File: config.mk
export PLATFORM = sky130hd
export DESIGN_NAME = pdca_engine
export DESIGN_NICKNAME = d
export VERILOG_FILES = /design/src/pkg/pdca_pkg.sv /design/src/verilog/pdca_buf2.sv /design/src/verilog/pdca_engine.sv
export VERILOG_INCLUDE_DIRS = /design/src /design/src/pkg
export SDC_FILE = /design/constraint.sdc
export NUM_CORES = 2
export LEC_CHECK = 0
export BUFFER_PORTS_ARGS = -buffer_cell sky130_fd_sc_hd__buf_2
export CAP_MARGIN = 20
export CELL_PAD_IN_SITES_DETAIL_PLACEMENT = 1
export CELL_PAD_IN_SITES_GLOBAL_PLACEMENT = 1
export CORE_ASPECT_RATIO = 0.8
export CORE_UTILIZATION = 40
export CTS_BUF_LIST = sky130_fd_sc_hd__clkbuf_8
export CTS_CLUSTER_SIZE = 14
export DETAILED_ROUTE_END_ITERATION = 10
export PLACE_DENSITY = 0.66
export SLEW_MARGIN = 5
export SYNTH_ARGS = -nofsm -noshare
export SYNTH_HDL_FRONTEND = slang
export SYNTH_SLANG_ARGS = --single-unit
File: constraint.sdc
create_clock -name clk_sys -period 103.2 [get_ports clk_sys]
set_clock_uncertainty 0.15 [all_clocks]
set_input_delay 30.96 -clock clk_sys [delete_from_list [all_inputs] [get_ports clk_sys]]
set_output_delay 30.96 -clock clk_sys [all_outputs]
set_load 0.02 [all_outputs]
File: src/pkg/pdca_map.svh
`ifndef PDCA_MAP_SVH
`define PDCA_MAP_SVH
// ==========================================================
// channel indices, lowest priority first
`define PDCA_CH_TWZ_TX 4'h0
`define PDCA_CH_UART_TX 4'h1
`define PDCA_CH_USART_TX 4'h2
`define PDCA_CH_DAC_TX 4'h3
`define PDCA_CH_SPI_TX 4'h4
`define PDCA_CH_TWZ_RX 4'h5
`define PDCA_CH_UART_RX 4'h6
`define PDCA_CH_USART_RX 4'h7
`define PDCA_CH_ADC_RX 4'h8
`define PDCA_CH_SPI_RX 4'h9
`define PDCA_NUM_CH 10
`define PDCA_FIRST_RX 5
// ==========================================================
// bus occupancy in master clock cycles
`define PDCA_CYC_TX 2'h1
`define PDCA_CYC_RX 2'h2
// ==========================================================
// address windows reachable by the engine
`define PDCA_SRAM_BASE 32'h20000000
`define PDCA_SRAM_MASK 32'hFF000000
`define PDCA_ROM_BASE 32'h00800000
`define PDCA_ROM_MASK 32'hFFF00000
`define PDCA_BRIDGE_BASE 32'h40000000
`define PDCA_BRIDGE_MASK 32'hF0000000
`endif

File: src/pkg/pdca_pkg.sv
package pdca_pkg;
  // ========================================================
  // engine state
  typedef enum logic [1:0] {
    PDCA_IDLE = 2'b00,
    PDCA_READ = 2'b01,
    PDCA_WRITE = 2'b10
  } pdca_state_type;
  // bus direction of one beat
  typedef enum logic {
    PDCA_DIR_RD = 1'b0,
    PDCA_DIR_WR = 1'b1
  } pdca_dir_type;
endpackage : pdca_pkg

File: src/verilog/pdca_buf2.sv
`timescale 1ns/1ps
// two-entry buffer: a stall by the receiver loses no word
module pdca_buf2 (
  // clock and reset
  input wire logic clk_sys,
  input wire logic rst_n,
  // filling side
  input wire logic in_valid,
  output logic in_ready,
  input wire logic [31:0] in_data,
  input wire logic [3:0] in_ch,
  // draining side
  output logic out_valid,
  input wire logic out_ready,
  output logic [31:0] out_data,
  output logic [3:0] out_ch
);
  logic [31:0] data_q [0:1]; // storage
  logic [3:0] ch_q [0:1];
  logic rd_q; // read index
  logic wr_q; // write index
  logic [1:0] cnt_q; // fill level
  logic push;
  logic pop;

  // ========================================================
  // handshakes
  assign in_ready = (cnt_q != 2'h2);
  assign out_valid = (cnt_q != 2'h0);
  assign push = in_valid && in_ready;
  assign pop = out_valid && out_ready;
  assign out_data = data_q[rd_q];
  assign out_ch = ch_q[rd_q];

  // storage write
  always_ff @(posedge clk_sys or negedge rst_n) begin
    if (!rst_n) begin
      data_q[0] <= 32'h0;
      data_q[1] <= 32'h0;
      ch_q[0] <= 4'h0;
      ch_q[1] <= 4'h0;
    end else if (push) begin
      data_q[wr_q] <= in_data;
      ch_q[wr_q] <= in_ch;
    end
  end

  // pointers and level
  always_ff @(posedge clk_sys or negedge rst_n) begin
    if (!rst_n) begin
      rd_q <= 1'b0;
      wr_q <= 1'b0;
      cnt_q <= 2'h0;
    end else begin
      if (push) wr_q <= ~wr_q;
      if (pop) rd_q <= ~rd_q;
      if (push && !pop) cnt_q <= cnt_q + 2'h1;
      else if (pop && !push) cnt_q <= cnt_q - 2'h1;
    end
  end
endmodule : pdca_buf2

File: src/verilog/pdca_engine.sv
`timescale 1ns/1ps
`include "pdca_map.svh"
module pdca_engine #(
  parameter bit HAS_DAC = 1'b1 // zero models the 48-pin variant
) (
  // clock and reset
  input wire logic clk_sys,
  input wire logic rst_n,
  // peripheral requests, one bit per channel
  input wire logic [9:0] ch_req,
  output logic [9:0] ch_ack,
  // per-channel peripheral holding register
  input wire logic [319:0] ch_rx_data,
  // buffer programming from the processor side
  input wire logic cfg_we,
  input wire logic [3:0] cfg_ch,
  input wire logic cfg_next,
  input wire logic [31:0] cfg_addr,
  input wire logic [15:0] cfg_count,
  // channel status
  output logic [9:0] ch_busy,
  output logic [9:0] ch_end,
  // system bus master
  output logic bus_req,
  output logic bus_write,
  output logic [31:0] bus_addr,
  output logic [31:0] bus_wdata,
  input wire logic [31:0] bus_rdata,
  output logic bus_err,
  // transmit data toward peripherals
  output logic tx_valid,
  input wire logic tx_ready,
  output logic [31:0] tx_data,
  output logic [3:0] tx_ch
);
  // ========================================================
  // reset release
  logic rst_s1_q;
  logic rst_s2_q;
  always_ff @(posedge clk_sys or negedge rst_n) begin
    if (!rst_n) begin
      rst_s1_q <= 1'b0;
      rst_s2_q <= 1'b0;
    end else begin
      rst_s1_q <= 1'b1;
      rst_s2_q <= rst_s1_q;
    end
  end
  logic rst_core_n;
  assign rst_core_n = rst_s2_q;

  // ========================================================
  // helpers
  // highest set bit wins; channel index is priority
  function automatic logic [3:0] pick_top(input logic [9:0] v);
    logic [3:0] r;
    r = 4'h0;
    for (int i = 0; i < `PDCA_NUM_CH; i++) begin
      if (v[i]) r = 4'(i);
    end
    return r;
  endfunction : pick_top
  // flash is not wired for this master
  function automatic logic addr_ok(input logic [31:0] a);
    return ((a & `PDCA_SRAM_MASK) == `PDCA_SRAM_BASE) ||
      ((a & `PDCA_ROM_MASK) == `PDCA_ROM_BASE) ||
      ((a & `PDCA_BRIDGE_MASK) == `PDCA_BRIDGE_BASE);
  endfunction : addr_ok

  // ========================================================
  // channel pointer storage, current and next
  logic [31:0] cur_addr_q [0:9];
  logic [15:0] cur_cnt_q [0:9];
  logic [31:0] nxt_addr_q [0:9];
  logic [15:0] nxt_cnt_q [0:9];
  logic [9:0] present; // channels that exist
  logic [9:0] eligible; // requesting with work left
  logic [9:0] ch_end_q;
  logic [9:0] ack_q;
  assign present = HAS_DAC ? 10'h3FF : 10'h3F7;
  always_comb begin
    for (int i = 0; i < `PDCA_NUM_CH; i++) begin
      ch_busy[i] = cur_cnt_q[i] != 16'h0;
    end
  end
  assign eligible = ch_req & present & ch_busy;

  // ========================================================
  // beat engine
  pdca_pkg::pdca_state_type state_q;
  logic [3:0] gnt_q; // channel being served
  logic [31:0] addr_q; // memory address of beat
  logic beat_done; // beat retires this cycle
  logic buf_ready;
  logic [9:0] rx_mask;
  assign rx_mask = 10'h3E0;

  // arbitration and bus sequencing
  always_ff @(posedge clk_sys or negedge rst_core_n) begin
    if (!rst_core_n) begin
      state_q <= pdca_pkg::PDCA_IDLE;
      gnt_q <= 4'h0;
      addr_q <= 32'h0;
    end else begin
      case (state_q)
        pdca_pkg::PDCA_IDLE: begin
          if (|eligible && buf_ready) begin
            gnt_q <= pick_top(eligible);
            addr_q <= cur_addr_q[pick_top(eligible)];
            state_q <= pdca_pkg::PDCA_READ;
          end
        end
        pdca_pkg::PDCA_READ: begin
          // receive needs a second cycle to write memory
          if (rx_mask[gnt_q]) state_q <= pdca_pkg::PDCA_WRITE;
          else state_q <= pdca_pkg::PDCA_IDLE;
        end
        pdca_pkg::PDCA_WRITE: state_q <= pdca_pkg::PDCA_IDLE;
        default: state_q <= pdca_pkg::PDCA_IDLE;
      endcase
    end
  end

  assign beat_done = (state_q == pdca_pkg::PDCA_READ && !rx_mask[gnt_q]) ||
    (state_q == pdca_pkg::PDCA_WRITE);

  // bus drive: transmit reads memory, receive reads peripheral then writes
  always_comb begin
    bus_req = (state_q != pdca_pkg::PDCA_IDLE) && addr_ok(addr_q);
    bus_write = (state_q == pdca_pkg::PDCA_WRITE);
    bus_addr = addr_q;
    bus_wdata = ch_rx_data[gnt_q*32 +: 32];
    bus_err = (state_q != pdca_pkg::PDCA_IDLE) && !addr_ok(addr_q);
  end

  // ========================================================
  // pointer update and chaining
  always_ff @(posedge clk_sys or negedge rst_core_n) begin
    if (!rst_core_n) begin
      for (int i = 0; i < `PDCA_NUM_CH; i++) begin
        cur_addr_q[i] <= 32'h0;
        cur_cnt_q[i] <= 16'h0;
        nxt_addr_q[i] <= 32'h0;
        nxt_cnt_q[i] <= 16'h0;
      end
      ch_end_q <= 10'h0;
    end else begin
      ch_end_q <= 10'h0;
      if (beat_done) begin
        if (cur_cnt_q[gnt_q] == 16'h1 && nxt_cnt_q[gnt_q] != 16'h0) begin
          cur_addr_q[gnt_q] <= nxt_addr_q[gnt_q];
          cur_cnt_q[gnt_q] <= nxt_cnt_q[gnt_q];
          nxt_cnt_q[gnt_q] <= 16'h0;
        end else begin
          cur_addr_q[gnt_q] <= addr_q + 32'h4;
          cur_cnt_q[gnt_q] <= cur_cnt_q[gnt_q] - 16'h1;
        end
        if (cur_cnt_q[gnt_q] == 16'h1) ch_end_q[gnt_q] <= 1'b1;
      end
      // software write; dropped when it hits the served channel in the cycle its beat retires
      if (cfg_we && cfg_ch < 4'hA && !(beat_done && cfg_ch == gnt_q)) begin
        if (cfg_next) begin
          nxt_addr_q[cfg_ch] <= cfg_addr;
          nxt_cnt_q[cfg_ch] <= cfg_count;
        end else begin
          cur_addr_q[cfg_ch] <= cfg_addr;
          cur_cnt_q[cfg_ch] <= cfg_count;
        end
      end
    end
  end
  assign ch_end = ch_end_q;

  // acknowledge the served peripheral once per beat
  always_ff @(posedge clk_sys or negedge rst_core_n) begin
    if (!rst_core_n) ack_q <= 10'h0;
    else ack_q <= beat_done ? (10'h1 << gnt_q) : 10'h0;
  end
  assign ch_ack = ack_q;

  // ========================================================
  // transmit path through the two-entry buffer
  logic tx_push;
  assign tx_push = state_q == pdca_pkg::PDCA_READ && !rx_mask[gnt_q] && addr_ok(addr_q);
  pdca_buf2 u_buf (
    .clk_sys(clk_sys),
    .rst_n(rst_core_n),
    .in_valid(tx_push),
    .in_ready(buf_ready),
    .in_data(bus_rdata),
    .in_ch(gnt_q),
    .out_valid(tx_valid),
    .out_ready(tx_ready),
    .out_data(tx_data),
    .out_ch(tx_ch)
  );
endmodule : pdca_engine

==> results by stage <==
Run status:
- The run finished with clean final reports.

Logic synthesis:
- The combined area of all synthesized cells is 0.0564 mm^2.
- The number of unique standard cell types used by synthesis is just under 80.
- Yosys printed 0 warnings.
- For this run, the register share of the synthesized area comes to 0.486.
- In this run the mean area of a mapped cell was 11.2 um^2.
- The portion of synthesized area spent on multiplexers is 0.202.
- By area, the combinational part of the netlist is dominated by multiplexers.
- The synthesized design contains 0 enable-type register cells.
- Of all flip-flops after synthesis, the portion carrying an async set or reset was 1.00.
- The prevailing post-synth register cell is sky130_fd_sc_hd__dfrtp_1.
- The adder and majority gate portion of the synthesized area is 0.000888.
- The total nets after synthesis is 5457.
- The basic-gate share of the synthesized area counting and, or, nand and nor cells is 0.0913.
- In this run, synthesis produced a sequential element count of roughly 1100.
- In the synthesized netlist, the number of instances is between 5000 and 6000.
- Of the total synthesized cell area, the portion taken by XOR and XNOR cells is 0.00792.
- The post-synthesis compound-gate area fraction is 0.170.

GRT:
- For this run the aggregate overflow at the end of global routing stands at 0.
- The global-route usage over all layers is 0.335.
- The number of global-route vias before repair is between 40000 and 50000.
- The global-route wire length before repair is about 350000 um.
- Entering global routing, the biggest net connects 137 pins.
- The number of antenna violations at the first check in global routing is 36.

Place:
- In this run the tool buffered the top-level ports with roughly 550 buffer cells.
- In this run, placement finished with an instance count of between 7000 and 8000.
- The HPWL after detailed placement is roughly 150000 um.
- The final RePlAce weighted congestion is 0.960.
- In this run the cell area measured after placement is 0.0605 mm^2.

Timing:
- The count of final max-slew check failures is 0.
- The total setup violations reported at the end of the flow is 0.
- The final hold slack is 0.199 ns.
- The shortest clock period the worst path allows after layout is 63.50 ns.
- The final count of hold timing violations is 0.
- Setup repair after global routing left no endpoint under its margin.
- For the pin with the worst max-slew slack, the measured transition is about 1.3 ns.
- Timing would allow up to 15.7 MHz.
- The setup total negative slack is 0 ns.
- In the finished design, the share of the clock period the worst path needs comes to 0.615.
- In this run the tightest slew margin relative to its limit is 0.161.

Floorplan:
- The initial core utilization is 0.405.
- In this run the count of I/O pins placed on the die edge is 553.
- The floorplan has 122 rows.
- The die covers 0.142 mm^2.
- The die outline height is 338 um.
- The region available for standard cell placement spans 0.139 mm^2.
- Measured along the x axis, the die boundary spans around 420 um.

Clock network:
- Counting every sink on the clock net gives between 1000 and 1500.
- The clock tree from TritonCTS is done.
- The clock root buffer is sky130_fd_sc_hd__clkbuf_8.
- The post-CTS setup-driven buffer insertion count is 0.
- The number of buffers inserted during clock tree synthesis is 178.
- The H-tree was split into 4 levels.
- The clock-pin slew reported for the worst setup and hold paths after clock tree synthesis is roughly 0.06 ns.
- The number of buffers on the longest clock path is 3.
- After clock tree synthesis, the flow added hold-fix buffers numbering 0.
- The insertion delay to the later sink of the worst-skew pair is 0.95 ns.
- Once the clock tree was built, the resizer swapped 0 gates to a different size.

Setup path:
- STA classifies the critical path endpoint as an output port.
- In this run the worst path has a maximum fanout of 1.
- The slowest cell on the critical path is sky130_fd_sc_hd__mux4_2.
- Traced cell by cell, the critical path runs through buf_2, mux4_2, a21oi_1, o21ai_0, buf_2.
- On the critical path the largest part of the delay comes from compound AO/OA/AOI/OAI gates.
- The number of buffers and inverters on the critical path is 2.
- The required time reported for the critical path endpoint is 72.09 ns.
- The worst setup path is launched from an input port.
- The critical path is of the input port to output port type.
- The data arrival time of the worst path is between 30 and 40 ns.
- The largest stage delay on the critical path is a little over 0.5 ns.
- The cell with the most instances on the worst path is sky130_fd_sc_hd__buf_2.

Pwr:
- For this design the static power due to leakage is 0.0288 uW.
- The part of the total power dissipated in the clock network is 0.210.
- The share of total power dissipated in combinational logic is 0.426.
- The maximum resistive drop on vdd is 0.0157 mV.
- Of the total power, the share spent switching nets is 0.416.
- In this run the power spent charging and discharging nets is 783 uW.
- The internal power consumption is 1100 uW.
- The sequential cell fraction of total power is 0.364.
- In this run the power density over the cells is 29.3 mW/mm^2.

Routing:
- Before antenna repair, the detailed router went through 6 iterations.
- In the final routed layout, each cell accounts on average for 32.6 um.
- The number of routed nets with antenna violations is 0.
- The detailed-route DRC error count is 0.
- After detailed routing, the number of vias per cell comes to 6.42.
- The number of DRC violations after detailed-routing iteration 0 is 4920.
- The routed layout has between 40000 and 50000 vias.
- The total wire length is 241000 um.

Layout:
- In the final design database the tool counted 5780 nets.
- The utilization after layout is 0.462.
- The final design instance area without fill is 0.0642 mm^2.
- The area growth from synthesis to layout is 13.9%.
- The filler-free cell count of the finished design is 7379.
- The ratio of cells with drive above 1 in the final layout is 0.307.

Worst hold path:
- The worst hold path class is flip-flop to flip-flop.

Run:
- Across the run, the number of max-cap violations was 0.
final timing paths:
check | from | to | slack (ns) | cells past startpoint
worst max-delay path | ch_rx_data[102] | bus_wdata[6] | 39.70 | 5
worst min-delay path | rst_s1_q | rst_core_n | 0.20 | 0
min in group asynchronous | rst_core_n | nxt_addr_q[47] | 0.23 | 0
worst min register to register | rst_s1_q | rst_core_n | 0.20 | 0
max in group asynchronous | rst_n | rst_core_n | 73.14 | 1
worst max register to register | gnt_q[1] | cur_cnt_q[31] | 95.41 | 14
area by class of cell:
type	count	area, um^2
Inverter	22	82.6
Timing Repair Buffer	667	3670
Sequential cell	1096	27400
Antenna cell	14	35.0
Clock inverter	96	470
Clock buffer	232	3190
Fill cell	15021	74800
Multi-Input combinational cell	3392	27000
Tap cell	1860	2330
cell usage in the layout, fill, tap and decap left out, types with 36 or more instances in the layout:
cell type / instances
sky130_fd_sc_hd__dfrtp_1: 1092
sky130_fd_sc_hd__mux4_2: 157
sky130_fd_sc_hd__o21ai_0: 423
sky130_fd_sc_hd__clkbuf_8: 232
sky130_fd_sc_hd__nor2_1: 133
sky130_fd_sc_hd__mux2i_1: 190
sky130_fd_sc_hd__nand3_1: 45
sky130_fd_sc_hd__nand2_1: 155
sky130_fd_sc_hd__buf_4: 109
sky130_fd_sc_hd__a22o_1: 199
sky130_fd_sc_hd__and3_1: 402
sky130_fd_sc_hd__mux2_2: 478
sky130_fd_sc_hd__nor4_1: 36
sky130_fd_sc_hd__a221o_1: 37
sky130_fd_sc_hd__a22oi_1: 62
sky130_fd_sc_hd__a21oi_1: 463
sky130_fd_sc_hd__inv_1: 97
sky130_fd_sc_hd__a221oi_1: 39
sky130_fd_sc_hd__buf_2: 553
sky130_fd_sc_hd__nor3_1: 50
sky130_fd_sc_hd__o21ai_1: 110
Yosys cell counts, types with 17 or more instances:
cell type | number | area [um^2]
sky130_fd_sc_hd__a21oi_1 | 464 | 2320
sky130_fd_sc_hd__a221o_1 | 37 | 370
sky130_fd_sc_hd__a221oi_1 | 39 | 342
sky130_fd_sc_hd__a22o_1 | 199 | 1740
sky130_fd_sc_hd__a22oi_1 | 62 | 465
sky130_fd_sc_hd__a31oi_1 | 29 | 181
sky130_fd_sc_hd__and3_1 | 405 | 2530
sky130_fd_sc_hd__buf_1 | 17 | 63.8
sky130_fd_sc_hd__buf_2 | 63 | 315
sky130_fd_sc_hd__clkbuf_1 | 417 | 1570
sky130_fd_sc_hd__dfrtp_1 | 1096 | 27400
sky130_fd_sc_hd__inv_1 | 22 | 82.6
sky130_fd_sc_hd__mux2_2 | 478 | 5380
sky130_fd_sc_hd__mux2i_1 | 190 | 1900
sky130_fd_sc_hd__mux2i_4 | 23 | 518
sky130_fd_sc_hd__mux4_2 | 157 | 3540
sky130_fd_sc_hd__nand2_1 | 161 | 604
sky130_fd_sc_hd__nand2b_1 | 21 | 131
sky130_fd_sc_hd__nand3_1 | 51 | 255
sky130_fd_sc_hd__nand4_1 | 22 | 138
sky130_fd_sc_hd__nor2_1 | 152 | 571
sky130_fd_sc_hd__nor3_1 | 54 | 270
sky130_fd_sc_hd__nor4_1 | 37 | 231
sky130_fd_sc_hd__o21ai_0 | 423 | 2120
sky130_fd_sc_hd__o21ai_1 | 111 | 556
sky130_fd_sc_hd__o221ai_1 | 33 | 289
sky130_fd_sc_hd__o22ai_1 | 33 | 206
sky130_fd_sc_hd__xnor2_1 | 34 | 298
sky130_fd_sc_hd__xor2_1 | 17 | 149
worst register-to-register path: stages (launching register included):
cell and delay [ns]:
sky130_fd_sc_hd__dfrtp_4 0.81, sky130_fd_sc_hd__buf_4 0.64, sky130_fd_sc_hd__buf_4 0.57, sky130_fd_sc_hd__or3b_2 0.21, sky130_fd_sc_hd__buf_4 0.68, sky130_fd_sc_hd__nor2_1 0.15, sky130_fd_sc_hd__a211oi_1 0.59, sky130_fd_sc_hd__nand4_1 0.46
sky130_fd_sc_hd__nor4_4 0.47, sky130_fd_sc_hd__buf_4 0.38, sky130_fd_sc_hd__and2_4 0.58, sky130_fd_sc_hd__buf_4 0.49, sky130_fd_sc_hd__buf_4 0.53, sky130_fd_sc_hd__nand2b_1 0.55, sky130_fd_sc_hd__o221ai_1 0.39
layer usage:
metal	global-route usage	vias to the layer above	wire [um]
met5	0	-	174
li1	-	19581	-
met1	0.484	25076	107000
met3	0.0719	466	20600
met4	0.119	28	7680
met2	0.495	2219	105000
cells by family after synthesis:
logic type               after synthesis
buffers and inverters                546
AND/OR/NAND/NOR                      957
AO/OA/AOI/OAI                       1526
flip-flops                          1096
multiplexers                         853
XOR/XNOR                              51
adder cells (fa/ha/maj)                4
other                                  1
through the flow:
stage	power (uW)	worst slack (ns)
final	1880	39.70
after global routing	1980	39.66
after CTS	1880	39.67
after detailed placement	1480	39.67
after global placement	1450	39.66
after floorplan	1200	40.33
power by group through the flow:
stage               Combinational (uW)  Sequential, uW  Clock (uW)
floorplan                          549             654           0
detailed placement                 791             687           0
CTS                                795             682         402
finish                             803             686         395
global route                       860             700         420
global placement                   772             680           0
registers in the layout (all words and copies together), names as in the netlist, 2 cells and up:
signal and flops:
bus_addr 32, ch_ack 10, ch_end 10, cur_addr_q 320, cur_cnt_q 160, gnt_q 4
nxt_addr_q 320, nxt_cnt_q 160, state_q 2, u_buf.ch_q 8, u_buf.cnt_q 2, u_buf.data_q 64
Power figures use the tool's default switching activity.
